### config.mk
export PLATFORM = sky130hd
export DESIGN_NAME = adc_level_control_limits
export DESIGN_NICKNAME = d
export VERILOG_FILES = /design/src/verilog/level_ctrl_pkg.sv /design/src/verilog/gain_step_channel.sv /design/src/verilog/adc_level_control_limits.sv
export SDC_FILE = /design/constraint.sdc
export NUM_CORES = 1
export LEC_CHECK = 0
export BUFFER_PORTS_ARGS = -buffer_cell sky130_fd_sc_hd__buf_4
export CORE_MARGIN = 1.5
export CORE_UTILIZATION = 45
export DETAILED_ROUTE_END_ITERATION = 8
export GPL_TIMING_DRIVEN = 0
export PLACE_DENSITY_LB_ADDON = 0.25
export SYNTH_ARGS = -nofsm -noshare
export SYNTH_HDL_FRONTEND = slang
export SYNTH_SLANG_ARGS = --single-unit
### constraint.sdc
create_clock -name mclk -period 8.2 [get_ports mclk]
set_input_delay 1.64 -clock mclk [delete_from_list [all_inputs] [get_ports mclk]]
set_output_delay 1.64 -clock mclk [all_outputs]
set_load 0.01 [all_outputs]
### src/verilog/level_ctrl_pkg.sv
// Shared constants and types for the level control limits block
package level_ctrl_pkg;

   // ==========================================
   // Control port registers
   localparam logic [6:0] ADDR_CFG_ONE   = 7'h10;
   localparam logic [6:0] ADDR_CFG_TWO   = 7'h11;
   localparam logic [6:0] ADDR_GATE      = 7'h13;
   localparam logic [6:0] ADDR_ATTEN     = 7'h14;
   localparam logic [6:0] ADDR_MUX       = 7'h15;
   localparam logic [6:0] ADDR_SOFT_RST  = 7'h17;

   localparam logic [8:0] RST_CFG_ONE    = 9'h07B;
   localparam logic [8:0] RST_CFG_TWO    = 9'h000;
   localparam logic [8:0] RST_GATE       = 9'h000;
   localparam logic [8:0] RST_ATTEN      = 9'h0A6;
   localparam logic [8:0] RST_MUX        = 9'h001;

   // ==========================================
   // Field positions
   localparam int FUNC_SEL_LSB   = 7;
   localparam int CEIL_LSB       = 4;
   localparam int ENABLE_BIT     = 8;
   localparam int HOLD_LSB       = 0;
   localparam int GATE_EN_BIT    = 0;
   localparam int GATE_TH_LSB    = 2;
   localparam int FLOOR_LSB      = 0;
   localparam int SELECT_LSB     = 0;
   localparam int POWERDOWN_BIT  = 6;

   // ==========================================
   // Gain figures in half-dB steps, plus floor/attenuation codes and the overload sample level
   typedef logic signed [7:0] gain_type;
   localparam gain_type PGA_MAX_HDB      = 8'sd48;
   localparam gain_type PGA_MIN_HDB      = -8'sd42;
   localparam gain_type ALC_FLOOR_HI_HDB = -8'sd2;
   localparam gain_type ALC_FLOOR_B_HDB  = -8'sd10;
   localparam logic [3:0] ALC_FLOOR_KNEE = 4'hB;
   localparam logic [3:0] ATTEN_MIN_CODE = 4'h3;
   localparam logic [3:0] ATTEN_MAX_CODE = 4'hC;
   localparam gain_type GATE_TH_BASE     = -8'sd78;
   localparam logic [7:0] GATE_TH_STEP   = 8'h06;
   localparam logic [23:0] OVERLOAD_LEVEL = 24'h70_0000;

   // ==========================================
   // Hold timing
   localparam int CLK_PERIOD_NS    = 5;
   localparam int HOLD_BASE_NS     = 2670000;
   localparam int HOLD_BASE_CYCLES =
      (HOLD_BASE_NS + CLK_PERIOD_NS - 1) / CLK_PERIOD_NS;

   typedef enum logic [1:0] {
      FUNC_LIMITER    = 2'b00,
      FUNC_ALC_RIGHT  = 2'b01,
      FUNC_ALC_LEFT   = 2'b10,
      FUNC_ALC_STEREO = 2'b11
   } level_func_type;

   typedef struct packed {
      gain_type ceiling;
      gain_type floor;
   } limits_type;

endpackage : level_ctrl_pkg

### src/verilog/gain_step_channel.sv
// One channel of gain stepping with hold timer and limit clamp
`timescale 1ns/1ps
`default_nettype none
module gain_step_channel (
   // Clock
   input  wire logic                      mclk,
   input  wire logic                      sys_rst,
   input  wire logic                      ce,
   // Control
   input  wire logic                      controlled,
   input  wire level_ctrl_pkg::limits_type limits,
   input  wire level_ctrl_pkg::gain_type  static_gain,
   input  wire logic [31:0]               hold_base,
   input  wire logic [3:0]                hold_code,
   input  wire logic                      gate_hold,
   input  wire logic                      overload,
   // Rate ticks and detector
   input  wire logic                      above_target,
   input  wire logic                      attack_tick,
   input  wire logic                      fast_attack_tick,
   input  wire logic                      decay_tick,
   // Result
   output level_ctrl_pkg::gain_type       gain_q,
   output logic                           hold_active
);
   logic [39:0]              hold_cnt_q;
   logic [39:0]              hold_target;
   logic                     hold_done;
   level_ctrl_pkg::gain_type gain_d;
   level_ctrl_pkg::gain_type stepped;

   // ==========================================
   // Hold timer: restarts whenever the peak is above target
   assign hold_target = {8'h00, hold_base} << (hold_code - 4'd1);
   assign hold_done   = (hold_code == 4'h0) || (hold_cnt_q >= hold_target);
   assign hold_active = controlled && !above_target && !hold_done;

   always_ff @(posedge mclk) begin
      if (sys_rst) begin
         hold_cnt_q <= 40'h00_0000_0000;
      end else if (ce) begin
         if (!controlled || above_target) begin
            hold_cnt_q <= 40'h00_0000_0000;
         end else if (!hold_done) begin
            hold_cnt_q <= hold_cnt_q + 40'h00_0000_0001;
         end
      end
   end

   // ==========================================
   // Gain stepping, one half-dB per tick
   always_comb begin
      stepped = gain_q;
      if (overload) begin
         if (fast_attack_tick) stepped = gain_q - 8'sd1;
      end else if (above_target) begin
         if (attack_tick) stepped = gain_q - 8'sd1;
      end else if (hold_done && !gate_hold && decay_tick) begin
         stepped = gain_q + 8'sd1;
      end
      // Clamp after stepping so a limit change also pulls gain in
      if (stepped > limits.ceiling) begin
         gain_d = limits.ceiling;
      end else if (stepped < limits.floor) begin
         gain_d = limits.floor;
      end else begin
         gain_d = stepped;
      end
   end

   always_ff @(posedge mclk) begin
      if (sys_rst) begin
         gain_q <= 8'sh00;
      end else if (ce) begin
         gain_q <= controlled ? gain_d : static_gain;
      end
   end

endmodule : gain_step_channel
`default_nettype wire

### src/verilog/adc_level_control_limits.sv
// Gain limits, hold, overload, noise gate, input mux and soft reset
`timescale 1ns/1ps
`default_nettype none
module adc_level_control_limits #(
   parameter int unsigned HOLD_BASE_CYCLES = level_ctrl_pkg::HOLD_BASE_CYCLES
) (
   // Clock and reset
   input  wire logic                     mclk,
   input  wire logic                     sys_rst,
   input  wire logic                     ce,
   // Control port write
   input  wire logic                     wr_en,
   input  wire logic [6:0]               wr_addr,
   input  wire logic [8:0]               wr_data,
   // Detector and rate inputs
   input  wire logic [1:0]               above_target,
   input  wire logic signed [23:0]       sample_left,
   input  wire logic signed [23:0]       sample_right,
   input  wire logic signed [7:0]        input_level_dbfs,
   input  wire logic                     attack_tick,
   input  wire logic                     fast_attack_tick,
   input  wire logic                     decay_tick,
   // User static gains
   input  wire level_ctrl_pkg::gain_type static_gain_left,
   input  wire level_ctrl_pkg::gain_type static_gain_right,
   // Gain results
   output level_ctrl_pkg::gain_type      gain_left_q,
   output level_ctrl_pkg::gain_type      gain_right_q,
   output logic [1:0]                    hold_active,
   output logic [1:0]                    overload_q,
   output logic                          gate_active_q,
   // Input mux
   output logic [3:0]                    input_pair_enable_q,
   output logic                          midrail_select_q
);
   // ==========================================
   // Register file
   logic [8:0] cfg_one_q;
   logic [8:0] cfg_two_q;
   logic [8:0] gate_cfg_q;
   logic [8:0] atten_cfg_q;
   logic [8:0] mux_cfg_q;

   always_ff @(posedge mclk) begin
      if (sys_rst) begin
         cfg_one_q   <= level_ctrl_pkg::RST_CFG_ONE;
         cfg_two_q   <= level_ctrl_pkg::RST_CFG_TWO;
         gate_cfg_q  <= level_ctrl_pkg::RST_GATE;
         atten_cfg_q <= level_ctrl_pkg::RST_ATTEN;
         mux_cfg_q   <= level_ctrl_pkg::RST_MUX;
      end else if (ce && wr_en) begin
         // Addresses outside the map are ignored
         if (wr_addr == level_ctrl_pkg::ADDR_SOFT_RST) begin
            cfg_one_q   <= level_ctrl_pkg::RST_CFG_ONE;
            cfg_two_q   <= level_ctrl_pkg::RST_CFG_TWO;
            gate_cfg_q  <= level_ctrl_pkg::RST_GATE;
            atten_cfg_q <= level_ctrl_pkg::RST_ATTEN;
            mux_cfg_q   <= level_ctrl_pkg::RST_MUX;
         end
         if (wr_addr == level_ctrl_pkg::ADDR_CFG_ONE) begin
            cfg_one_q <= wr_data;
         end
         if (wr_addr == level_ctrl_pkg::ADDR_CFG_TWO) begin
            cfg_two_q <= wr_data;
         end
         if (wr_addr == level_ctrl_pkg::ADDR_GATE) begin
            gate_cfg_q <= wr_data;
         end
         if (wr_addr == level_ctrl_pkg::ADDR_ATTEN) begin
            atten_cfg_q <= wr_data;
         end
         if (wr_addr == level_ctrl_pkg::ADDR_MUX) begin
            mux_cfg_q <= wr_data;
         end
      end
   end

   // ==========================================
   // Field extraction
   level_ctrl_pkg::level_func_type level_function_select;
   logic       level_control_enable;
   logic [2:0] gain_ceiling;
   logic [3:0] gain_floor_limit;
   logic [3:0] rampup_hold_time;
   logic       quiet_gate_enable;
   logic [2:0] quiet_gate_threshold;
   logic [3:0] input_pair_select;
   logic       input_buffer_powerdown;

   assign level_function_select = level_ctrl_pkg::level_func_type'(
      cfg_one_q[level_ctrl_pkg::FUNC_SEL_LSB +: 2]);
   assign gain_ceiling = cfg_one_q[level_ctrl_pkg::CEIL_LSB +: 3];
   assign level_control_enable = cfg_two_q[level_ctrl_pkg::ENABLE_BIT];
   assign rampup_hold_time = cfg_two_q[level_ctrl_pkg::HOLD_LSB +: 4];
   assign quiet_gate_enable = gate_cfg_q[level_ctrl_pkg::GATE_EN_BIT];
   assign quiet_gate_threshold = gate_cfg_q[level_ctrl_pkg::GATE_TH_LSB +: 3];
   assign gain_floor_limit = atten_cfg_q[level_ctrl_pkg::FLOOR_LSB +: 4];
   assign input_pair_select = mux_cfg_q[level_ctrl_pkg::SELECT_LSB +: 4];
   assign input_buffer_powerdown = mux_cfg_q[level_ctrl_pkg::POWERDOWN_BIT];

   // ==========================================
   // Function decode
   logic       limiter_on;
   logic [1:0] alc_on;
   logic [1:0] controlled;

   always_comb begin
      limiter_on = 1'b0;
      alc_on     = 2'b00;
      unique case (level_function_select)
         level_ctrl_pkg::FUNC_LIMITER:    limiter_on = 1'b1;
         level_ctrl_pkg::FUNC_ALC_RIGHT:  alc_on = 2'b10;
         level_ctrl_pkg::FUNC_ALC_LEFT:   alc_on = 2'b01;
         level_ctrl_pkg::FUNC_ALC_STEREO: alc_on = 2'b11;
      endcase
      // Nothing runs with the circuit disabled
      if (!level_control_enable) begin
         limiter_on = 1'b0;
         alc_on     = 2'b00;
      end
   end

   // Index 0 is left, index 1 is right
   assign controlled = alc_on | {2{limiter_on}};

   // ==========================================
   // Limits
   level_ctrl_pkg::gain_type alc_ceiling;
   level_ctrl_pkg::gain_type alc_floor;
   logic [3:0]               atten_code;
   level_ctrl_pkg::limits_type limits_left;
   level_ctrl_pkg::limits_type limits_right;

   // Codes 001 and 000 both land on 0 dB
   assign alc_ceiling = (gain_ceiling <= 3'h1) ? 8'sh00 :
      $signed({2'b00, gain_ceiling - 3'h1, 3'b000});

   assign alc_floor =
      (gain_floor_limit < level_ctrl_pkg::ALC_FLOOR_KNEE) ?
      level_ctrl_pkg::ALC_FLOOR_HI_HDB :
      level_ctrl_pkg::ALC_FLOOR_B_HDB - $signed({1'b0,
      3'(gain_floor_limit - level_ctrl_pkg::ALC_FLOOR_KNEE),
      3'b000});

   assign atten_code =
      (gain_floor_limit < level_ctrl_pkg::ATTEN_MIN_CODE) ?
      level_ctrl_pkg::ATTEN_MIN_CODE :
      (gain_floor_limit > level_ctrl_pkg::ATTEN_MAX_CODE) ?
      level_ctrl_pkg::ATTEN_MAX_CODE : gain_floor_limit;

   // Limiter never lifts gain above static; ceiling field is unused there
   function automatic level_ctrl_pkg::limits_type channel_limits(
      input logic lim, input level_ctrl_pkg::gain_type st);
      level_ctrl_pkg::limits_type r;
      logic signed [8:0] lo;
      lo = {st[7], st} - $signed({4'h0, atten_code, 1'b0});
      if (lim) begin
         r.ceiling = st;
         r.floor   = (lo < 9'(level_ctrl_pkg::PGA_MIN_HDB)) ?
                     level_ctrl_pkg::PGA_MIN_HDB : lo[7:0];
      end else begin
         r.ceiling = alc_ceiling;
         r.floor   = alc_floor;
      end
      return r;
   endfunction : channel_limits

   assign limits_left  = channel_limits(limiter_on, static_gain_left);
   assign limits_right = channel_limits(limiter_on, static_gain_right);

   // ==========================================
   // Overload detector, armed by level control only
   logic [23:0] mag_left;
   logic [23:0] mag_right;

   assign mag_left  = sample_left[23] ? ~sample_left : sample_left;
   assign mag_right = sample_right[23] ? ~sample_right : sample_right;

   always_ff @(posedge mclk) begin
      if (sys_rst) begin
         overload_q <= 2'b00;
      end else if (ce) begin
         overload_q[0] <= alc_on[0] &&
            (mag_left > level_ctrl_pkg::OVERLOAD_LEVEL);
         overload_q[1] <= alc_on[1] &&
            (mag_right > level_ctrl_pkg::OVERLOAD_LEVEL);
      end
   end

   // ==========================================
   // Noise gate
   level_ctrl_pkg::gain_type gate_threshold;

   assign gate_threshold = level_ctrl_pkg::GATE_TH_BASE +
      $signed(8'(quiet_gate_threshold * level_ctrl_pkg::GATE_TH_STEP));

   // Gated like the overload detector: only while level control runs
   always_ff @(posedge mclk) begin
      if (sys_rst) begin
         gate_active_q <= 1'b0;
      end else if (ce) begin
         gate_active_q <= quiet_gate_enable && (|alc_on) &&
            (input_level_dbfs < gate_threshold);
      end
   end

   // ==========================================
   // Channel stepping
   gain_step_channel u_left (
      .mclk             (mclk),
      .sys_rst          (sys_rst),
      .ce               (ce),
      .controlled       (controlled[0]),
      .limits           (limits_left),
      .static_gain      (static_gain_left),
      .hold_base        (32'(HOLD_BASE_CYCLES)),
      .hold_code        (rampup_hold_time),
      .gate_hold        (gate_active_q && alc_on[0]),
      .overload         (overload_q[0]),
      .above_target     (above_target[0]),
      .attack_tick      (attack_tick),
      .fast_attack_tick (fast_attack_tick),
      .decay_tick       (decay_tick),
      .gain_q           (gain_left_q),
      .hold_active      (hold_active[0])
   );

   gain_step_channel u_right (
      .mclk             (mclk),
      .sys_rst          (sys_rst),
      .ce               (ce),
      .controlled       (controlled[1]),
      .limits           (limits_right),
      .static_gain      (static_gain_right),
      .hold_base        (32'(HOLD_BASE_CYCLES)),
      .hold_code        (rampup_hold_time),
      .gate_hold        (gate_active_q && alc_on[1]),
      .overload         (overload_q[1]),
      .above_target     (above_target[1]),
      .attack_tick      (attack_tick),
      .fast_attack_tick (fast_attack_tick),
      .decay_tick       (decay_tick),
      .gain_q           (gain_right_q),
      .hold_active      (hold_active[1])
   );

   // ==========================================
   // Input mux
   always_ff @(posedge mclk) begin
      if (sys_rst) begin
         input_pair_enable_q <= level_ctrl_pkg::RST_MUX[3:0];
         midrail_select_q    <= 1'b0;
      end else if (ce) begin
         // Powered-down buffer leaves every pair on the midrail reference
         input_pair_enable_q <= input_buffer_powerdown ?
            4'h0 : input_pair_select;
         midrail_select_q    <= input_buffer_powerdown;
      end
   end
endmodule : adc_level_control_limits
`default_nettype wire

==> Yosys cells after proc, flatten, opt, wreduce, memory -nomap -nowiden <==
Cells that the tools add are included.
{ "word_totals": {"ff_bits": 138, "in_bits": 97, "out_inout_bits": 26} }
{ "op_classes": {"add_sub_neg": 13, "n_mul": 1, "order_cmp": 15, "n_eq_ne": 11, "shift": 1, "n_mux": 44, "bitwise_logic": 3, "reduce_logical": 42} }
{ "ops": {"columns": ["op", "n"], "rows": [
  ["$mux 40", 4],
  ["$mux 8", 19],
  ["$add 40x1->40 const B", 2],
  ["$ge 40x40->1", 2],
  ["$gt 24x23->1 const B", 2],
  ["$mux 24", 2],
  ["$not 24->24", 2],
  ["$eq 7x5->1 const B", 6],
  ["$shl 20x4->40 const A", 1],
  ["$mux 9", 4],
  ["$mux 16", 2],
  ["$lt 8x8->1", 3],
  ["$mux 4", 5],
  ["$lt 9x7->1 const B", 2],
  ["$sub 8x6->9", 2],
  ["$add 8x2->8 const B", 2],
  ["$gt 8x8->1", 2],
  ["$sub 8x2->8 const B", 2],
  ["$logic_and 1x1->1", 15],
  ["$mux 7", 2],
  ["$reduce_and 2->1", 7],
  ["$reduce_bool 2->1", 5],
  ["$add 8x7->8 const A", 1],
  ["$logic_not 1->1", 8],
  ["22 further kinds", 28]
]} }

==> Depth between registers and ports, before layout <==
Gate-level depths: netlist of the first run.
{ "logic_depth": {"depth_word": 14, "depth_mapped": 30, "depth_no_buf": 28} }

==> By module <==
A second synthesis of the first run with hierarchy kept.
{ "unflattened": {"cells_unflattened": 1917, "area_unflattened_um2": 14347.5} }
{ "modules_own_cells": {"columns": ["mod", "n_inst", "cells_each", "area_per_inst_um2", "seq_area_each_um2"], "rows": [
  ["gain_step_channel at u_left", 1, 766, 5765.5, 960.9],
  ["gain_step_channel at u_right", 1, 762, 5716.7, 960.9],
  ["adc_level_control_limits", 1, 389, 2865.2, 620.6]
]} }

==> Least setup slack after synthesis of the first run <==
OpenSTA, ideal clock, no wires.
{ "synth_timing": {"kind": "register -> register", "start": "reg cfg_two_q[0]", "end": "reg u_right.gain_q[2]", "setup_time_ps": 91, "arrival_time_ps": 6002, "required_ps": 8109, "path_slack_ps": 2107, "stages_incl_launch_ff": 28, "path_cell_list": "dfxtp_1 > inv_1 > ha_1 > inv_1 > ha_1 > clkbuf_1 > clkbuf_1 > o21ai_0 > ha_1 > nand4_1 > nor4_2 > a221oi_1 > o211ai_1 > a21oi_1 > buf_2 > or4_1 > a31o_1 > xnor2_2 > ha_1 > o21a_1 > o31ai_1 > a21oi_1 > o32a_1 > a21oi_1 > nor2b_1 > nand2_1 > or3_1 > a311oi_1"} }
{ "synth_between": {"elab_chain_len": 13, "elab_cells_between_ends": 15} }
{ "synth_lines": {"columns": ["item", "line_no", "source"], "rows": [
  ["from (decl)", "adc_level_control_limits.sv:39", "logic [8:0] cfg_two_q;"],
  ["from (signal assigned)", "adc_level_control_limits.sv:47", "cfg_two_q <= level_ctrl_pkg::RST_CFG_TWO;"],
  ["from (signal assigned)", "adc_level_control_limits.sv:55", "cfg_two_q <= level_ctrl_pkg::RST_CFG_TWO;"],
  ["from (signal assigned)", "adc_level_control_limits.sv:64", "cfg_two_q <= wr_data;"],
  ["$sub 4x1->4", "gain_step_channel.sv:34", "assign hold_target = {8'h00, hold_base} << (hold_code - 4'd1);"],
  ["$shl 20x4->40", "gain_step_channel.sv:34", null],
  ["$ge 40x40->1", "gain_step_channel.sv:35", "assign hold_done = (hold_code == 4'h0) || (hold_cnt_q >= hold_target);"],
  ["$logic_or 1x1->1 *", "gain_step_channel.sv:35", null],
  ["$logic_and 1x1->1 * (2 in series)", "gain_step_channel.sv:58", "end else if (hold_done && !gate_hold && decay_tick) begin"],
  ["$mux 8 *", "gain_step_channel.sv:58", null],
  ["$mux 8 *", "gain_step_channel.sv:56", "end else if (above_target) begin"],
  ["$mux 8 *", "gain_step_channel.sv:54", "if (overload) begin"],
  ["$lt 8x8->1", "gain_step_channel.sv:64", "end else if (stepped < limits.floor) begin"],
  ["$mux 8", "gain_step_channel.sv:64", null],
  ["$mux 8 *", "gain_step_channel.sv:62", "if (stepped > limits.ceiling) begin"],
  ["$mux 8 *", "gain_step_channel.sv:75", "gain_q <= controlled ? gain_d : static_gain;"],
  ["to (signal assigned)", "gain_step_channel.sv:75", null],
  ["to (decl)", "gain_step_channel.sv:23", "output level_ctrl_pkg::gain_type gain_q,"]
]} }
Every way passes the cells marked *; elsewhere a longest branch is shown, timed or not.
A chain may end at the register's enable or synchronous reset.

==> Final worst setup path of the first run <==
Ends and elaborated chain as after synthesis.

==> out/results.ini, run 1 <==
[yosys]
yosysTopAreaCellShare_pct=23.5
yosysMostFrequentCell=nor2_1
synth-seq-cells=127
synth_common_cells=nor2_1, nand2_1, ha_1, dfxtp_1, a21oi_1
synth_seq_area_share_pct=23.5
synth-edff-count=0
synthTopCellsByArea=dfxtp_1, ha_1, nor2_1, a21oi_1, nand2_1
ys_warn_count=0
syn_area_mm2=0.0108
avgSynthCellArea_um2=7.68
synthCells=1409
syn_nets=1639
async_flop_share_pct=0
synth_top_flop_cell=dfxtp_1
synth_cell_types=92
yosysTopAreaCell=dfxtp_1

[sta]
period_minus_slack_ps=7610
grt_setup_unrepaired=no
whs_ps=430
finalSetupViolCount=0
hold_viol=0
fin_ws_ps=595
maxSlewViolCount=0
fmax_mhz=131
tightest_slew_ps=1010
relSlewSlack_pct=31.9
skew_ps=10.2
post-route-period-util_pct=92.7
final.setup.tns_ps=0

[floorplanning]
die_h_um=158
die_w_um=158
rows=56
start_util_pct=46.0
die-area_mm2=0.0250
placeableCoreArea_mm2=0.0235
io_pins=123

[cts]
hold_buffers=0
cts.sinks=127
post_cts_buffers=0
cts_buffer_depth=2
cts-root-buf=clkbuf_16
numCtsBuffers=17
h-tree-depth=4
cts_tree=built
cts.clk_slew.worst_paths_ps=60
clkLatencyLatePin_ps=430
cts_repair_resize_count=0

[placed_design]
hpwlAfterDp_um=26100
pre_cts_slack_ps=570
portBuffers=118
gp_congestion=0.900

[hold_path]
min_path_type=reg2reg
worstHoldPathCells=2

[critical_path]
cp.arrival_ps=7940
cp_top_family=compound AO/OA/AOI/OAI gates
end_kind=flop
slowest_stage=dfxtp_1
rr_worst_depth=28
crit_required_ps=8530
path_depth=28
crit_type=reg2reg
slowest_delay_ps=400
startpoint_type=flop
path_buf_inv=5
worstPathMaxFanout=10

[global_routing]
grt_pass1_wl_um=52500
grt-ovfl-total=0
grt_antenna_before_repair=0
grt_max_degree=17
grt_pass1_vias=10200
global_route.usage.total_pct=26.8

[routing]
ant_nets=0
routed_wl_um=32800
viasPerCell=5.82
drc=0
drt-pass1-iter-count=6
first_iter_violations=886
vias=10939
avgRoutedWirePerCell_um=17.5

[power]
power.internal_mw=1.19
p_switching_mw=0.474
seqPwrFrac_pct=38.0
peakVddDrop_mv=0.113
p_sw_share_pct=28.5
leakagePower_nw=5.25
p_comb_share_pct=14.8
power_density_mw_per_mm2=131
power_frac_clock_pct=47.2

[cells_and_area]
syn2layout_area_growth_pct=17.5
antennaDiodeCount=0
postLayoutCoreUtil_pct=54.0
multi_input_area_mm2=0.00777
layout.nets=1776
nFillCells=2277
layout.area.seq_mm2=0.00254
drive_above_1_share_pct=13.3

[run_status]
status=finished, final reports clean

[flow_run]
cap_violations=0

==> power groups by stage <==
| stage | clock network, mW | registers [mW] | logic, mW |
|---|---|---|---|
| 6_report | 0.783 | 0.630 | 0.246 |
| 5_1_grt | 0.818 | 0.630 | 0.269 |
| 4_1_cts | 0.793 | 0.630 | 0.243 |
| 3_5_place_dp | 0 | 0.644 | 0.242 |
| 3_3_place_gp | 0 | 0.643 | 0.238 |
| 2_1_floorplan | 0 | 0.644 | 0.142 |
==> state kept, by name (all words and copies together) (netlist names) <==
name	flops
gate_cfg_q	4
input_pair_enable_q	4
overload_q	2
u_left.gain_q	8
u_right.gain_q	8
u_left.hold_cnt_q	40
cfg_two_q	5
midrail_select_q	1
gate_active_q	1
cfg_one_q	5
atten_cfg_q	4
u_right.hold_cnt_q	40
mux_cfg_q	5
==> layout by cell type, fill, tap and decap left out, types with 17 or more instances in the layout <==
cell type	instances
nor2_1	168
nand2_1	147
ha_1	130
dfxtp_1	127
buf_4	125
a21oi_1	111
nand3_1	70
inv_1	60
xor2_1	54
o21ai_0	49
clkbuf_1	44
nor3_1	41
nand4_1	28
and3_1	28
xnor2_1	28
a31oi_1	21
and2_1	18
clkbuf_16	17
==> cell type report <==
cell class,instances,area share (%)
buffer,60,2.27
clock buffer,17,3.35
clock inverter,15,1.39
inverter,60,1.77
multi-input combinational,1162,61.1
sequential,127,20.0
tap,319,3.14
timing repair buffer,118,6.97
==> per-stage QoR <==
stage          cells  total power, mW  instance area, um^2
2_1_floorplan   1409            0.785                10800
3_3_place_gp    1846            0.882                12100
3_5_place_dp    1846            0.886                12100
4_1_cts         1878             1.67                12700
5_1_grt         1878             1.72                12700
6_report        1878             1.66                12700
==> path summary, 6_finish.rpt <==
kind	from	end	slack [ps]
max	cfg_two_q[0]	u_right.gain_q[2]	590
min	u_right.hold_cnt_q[39]	u_right.hold_cnt_q[39]	430
max reg2reg	cfg_two_q[0]	u_right.gain_q[2]	590
min reg2reg	u_right.hold_cnt_q[39]	u_right.hold_cnt_q[39]	430
==> kinds of logic after synthesis <==
kind of cell	share of synthesized area, %
AO/OA/AOI/OAI	19.5
multiplexers	1.54
flip-flops	23.5
adder cells (fa/ha/maj)	15.6
XOR/XNOR	6.79
AND/OR/NAND/NOR	28.3
buffers and inverters	4.74
==> tightest hold or removal path: stages, from the launching register on <==
cell	delay, ps
dfxtp_1	310
inv_1	50
nor2_1	30
==> per-layer routing <==
| metal | up-vias | wire length (um) | GRT usage (%) |
|---|---|---|---|
| li1 | 5386 | - | - |
| met1 | 5132 | 15100 | 35.5 |
| met2 | 352 | 14700 | 42.9 |
| met3 | 69 | 1950 | 4.76 |
| met4 | 0 | 1000 | 10.7 |
| met5 | - | 0 | 0 |
No activity file was read; power rests on OpenSTA's default activity.
==> run 2, diff against run 1 <==
Settings changed: CORE_UTILIZATION 45 to 60, MAX_ROUTING_LAYER set to met4.
==> out/results.ini, run 2 (synthesis results as in run 1) <==
[global_routing]
met2_usage_pct=57.1
grt_use_met1_pct=47.4
grt_pass1_vias=10402
grt_max_degree=17
grt_antenna_before_repair=0
global_route.usage.total_pct=36.4
grt-ovfl-total=0
gr-usage-met3_pct=6.73
top_usage_layer=met2
grt_pass1_wl_um=51900

[sta]
maxSlewViolCount=0
tightest_slew_ps=1070
hold_viol=0
fmax_mhz=129
grt_setup_unrepaired=no
fin_ws_ps=418
finalSetupViolCount=0
skew_ps=10.9
period_minus_slack_ps=7780
relSlewSlack_pct=27.7
post-route-period-util_pct=94.9
final.setup.tns_ps=0

[floorplanning]
start_util_pct=61.9
rows=48
placeableCoreArea_mm2=0.0175
die-area_mm2=0.0188
io_pins=123
die_h_um=137
die_w_um=137

[cts]
h-tree-depth=4
hold_buffers=0
cts.clk_slew.worst_paths_ps=60
cts-root-buf=clkbuf_16
cts_repair_resize_count=0
numCtsBuffers=17
cts_buffer_depth=2
clkLatencyLatePin_ps=430
cts_tree=built
cts.sinks=127
post_cts_buffers=0

[cells_and_area]
syn2layout_area_growth_pct=16.6
largestRegisters=u_left.hold_cnt_q: 40 flops, u_right.hold_cnt_q: 40 flops
drive_above_1_share_pct=13.2
final_cell_mix=nor2_1, nand2_1, ha_1, dfxtp_1, buf_4
nFillCells=1436
final_common_cell=nor2_1
antennaDiodeCount=0
layout.nets=1776

[placed_design]
portBuffers=118
pre_cts_slack_ps=693
gp_congestion=0.970
hpwlAfterDp_um=25800

[critical_path]
rr_worst_depth=28
startpoint_type=flop
worst_r2r_endpoint=u_right.gain_q[2]
crit_required_ps=8540
rr_startpoint=cfg_two_q[0]
cp.arrival_ps=8120
startpoint=cfg_two_q[0]
crit_type=reg2reg
r2r_slack_ps=420
slowest_stage=dfxtp_1
slowest_delay_ps=420
worstPathMaxFanout=10
end_kind=flop

[power]
peakVddDrop_mv=0.228
power_density_mw_per_mm2=135
p_total_mw=1.70
leakagePower_nw=5.28

[routing]
avgRoutedWirePerCell_um=18.6
vias=11257
drt-pass1-iter-count=5
ant_nets=0
first_iter_violations=945
routed_wl_um=33100
viasPerCell=6.31
drc=0

[hold_path]
worstHoldPathCells=2
hold_path_startpoint=u_right.hold_cnt_q[39]
worstHoldEndpoint=u_right.hold_cnt_q[39]
min_path_type=reg2reg

[flow_run]
cap_violations=0

[run_status]
status=finished, final reports clean

## run 2: critical path, delay by kind of cell (launching register included)
family / cells / cell delay (ps)
compound gates: 11 / 2720
simple gates: 8 / 2190
fa+ha+maj: 4 / 1200
buf+inv: 5 / 1170
flops: 1 / 420
## run 2: layout make-up
type	instances	area [um^2]	area share [%]
Tap cell	225	282	2.23
Multi-Input combinational cell	1162	7760	61.5
Buffer	60	288	2.28
Sequential cell	127	2540	20.1
Clock inverter	14	194	1.54
Clock buffer	18	439	3.48
Inverter	60	225	1.78
Timing Repair Buffer	118	886	7.02
## run 2: how the worst max path moves through the flow
stage                         to  slack, ps
2_1_floorplan  u_right.gain_q[2]       2110
3_3_place_gp   u_right.gain_q[5]        840
3_5_place_dp   u_right.gain_q[2]        690
4_1_cts        u_right.gain_q[2]        620
5_1_grt        u_right.gain_q[2]         30
6_report       u_right.gain_q[2]        420
## run 2: stage by stage
step	hold WS (ps)	cells	cell area (um^2)	utilization, %
global route	465	1784	12600	72.2
CTS	443	1784	12600	72.2
floorplan	409	1409	10800	-
detailed placement	432	1752	12000	68.6
finish	442	1784	12600	72.2
global placement	422	1752	12000	68.6
## run 2: power breakdown
part | total (mW) | internal (mW) | switching, mW
registers | 0.631 | 0.622 | 0.00866
logic | 0.247 | 0.107 | 0.140
clock network | 0.822 | 0.499 | 0.323
## run 2: layer usage
| layer | vias up | part of all wire, % |
|---|---|---|
| met5 | - | 0 |
| met4 | 0 | 2.4 |
| met3 | 78 | 9.0 |
| met2 | 520 | 45 |
| met1 | 5279 | 44 |
| li1 | 5380 | - |
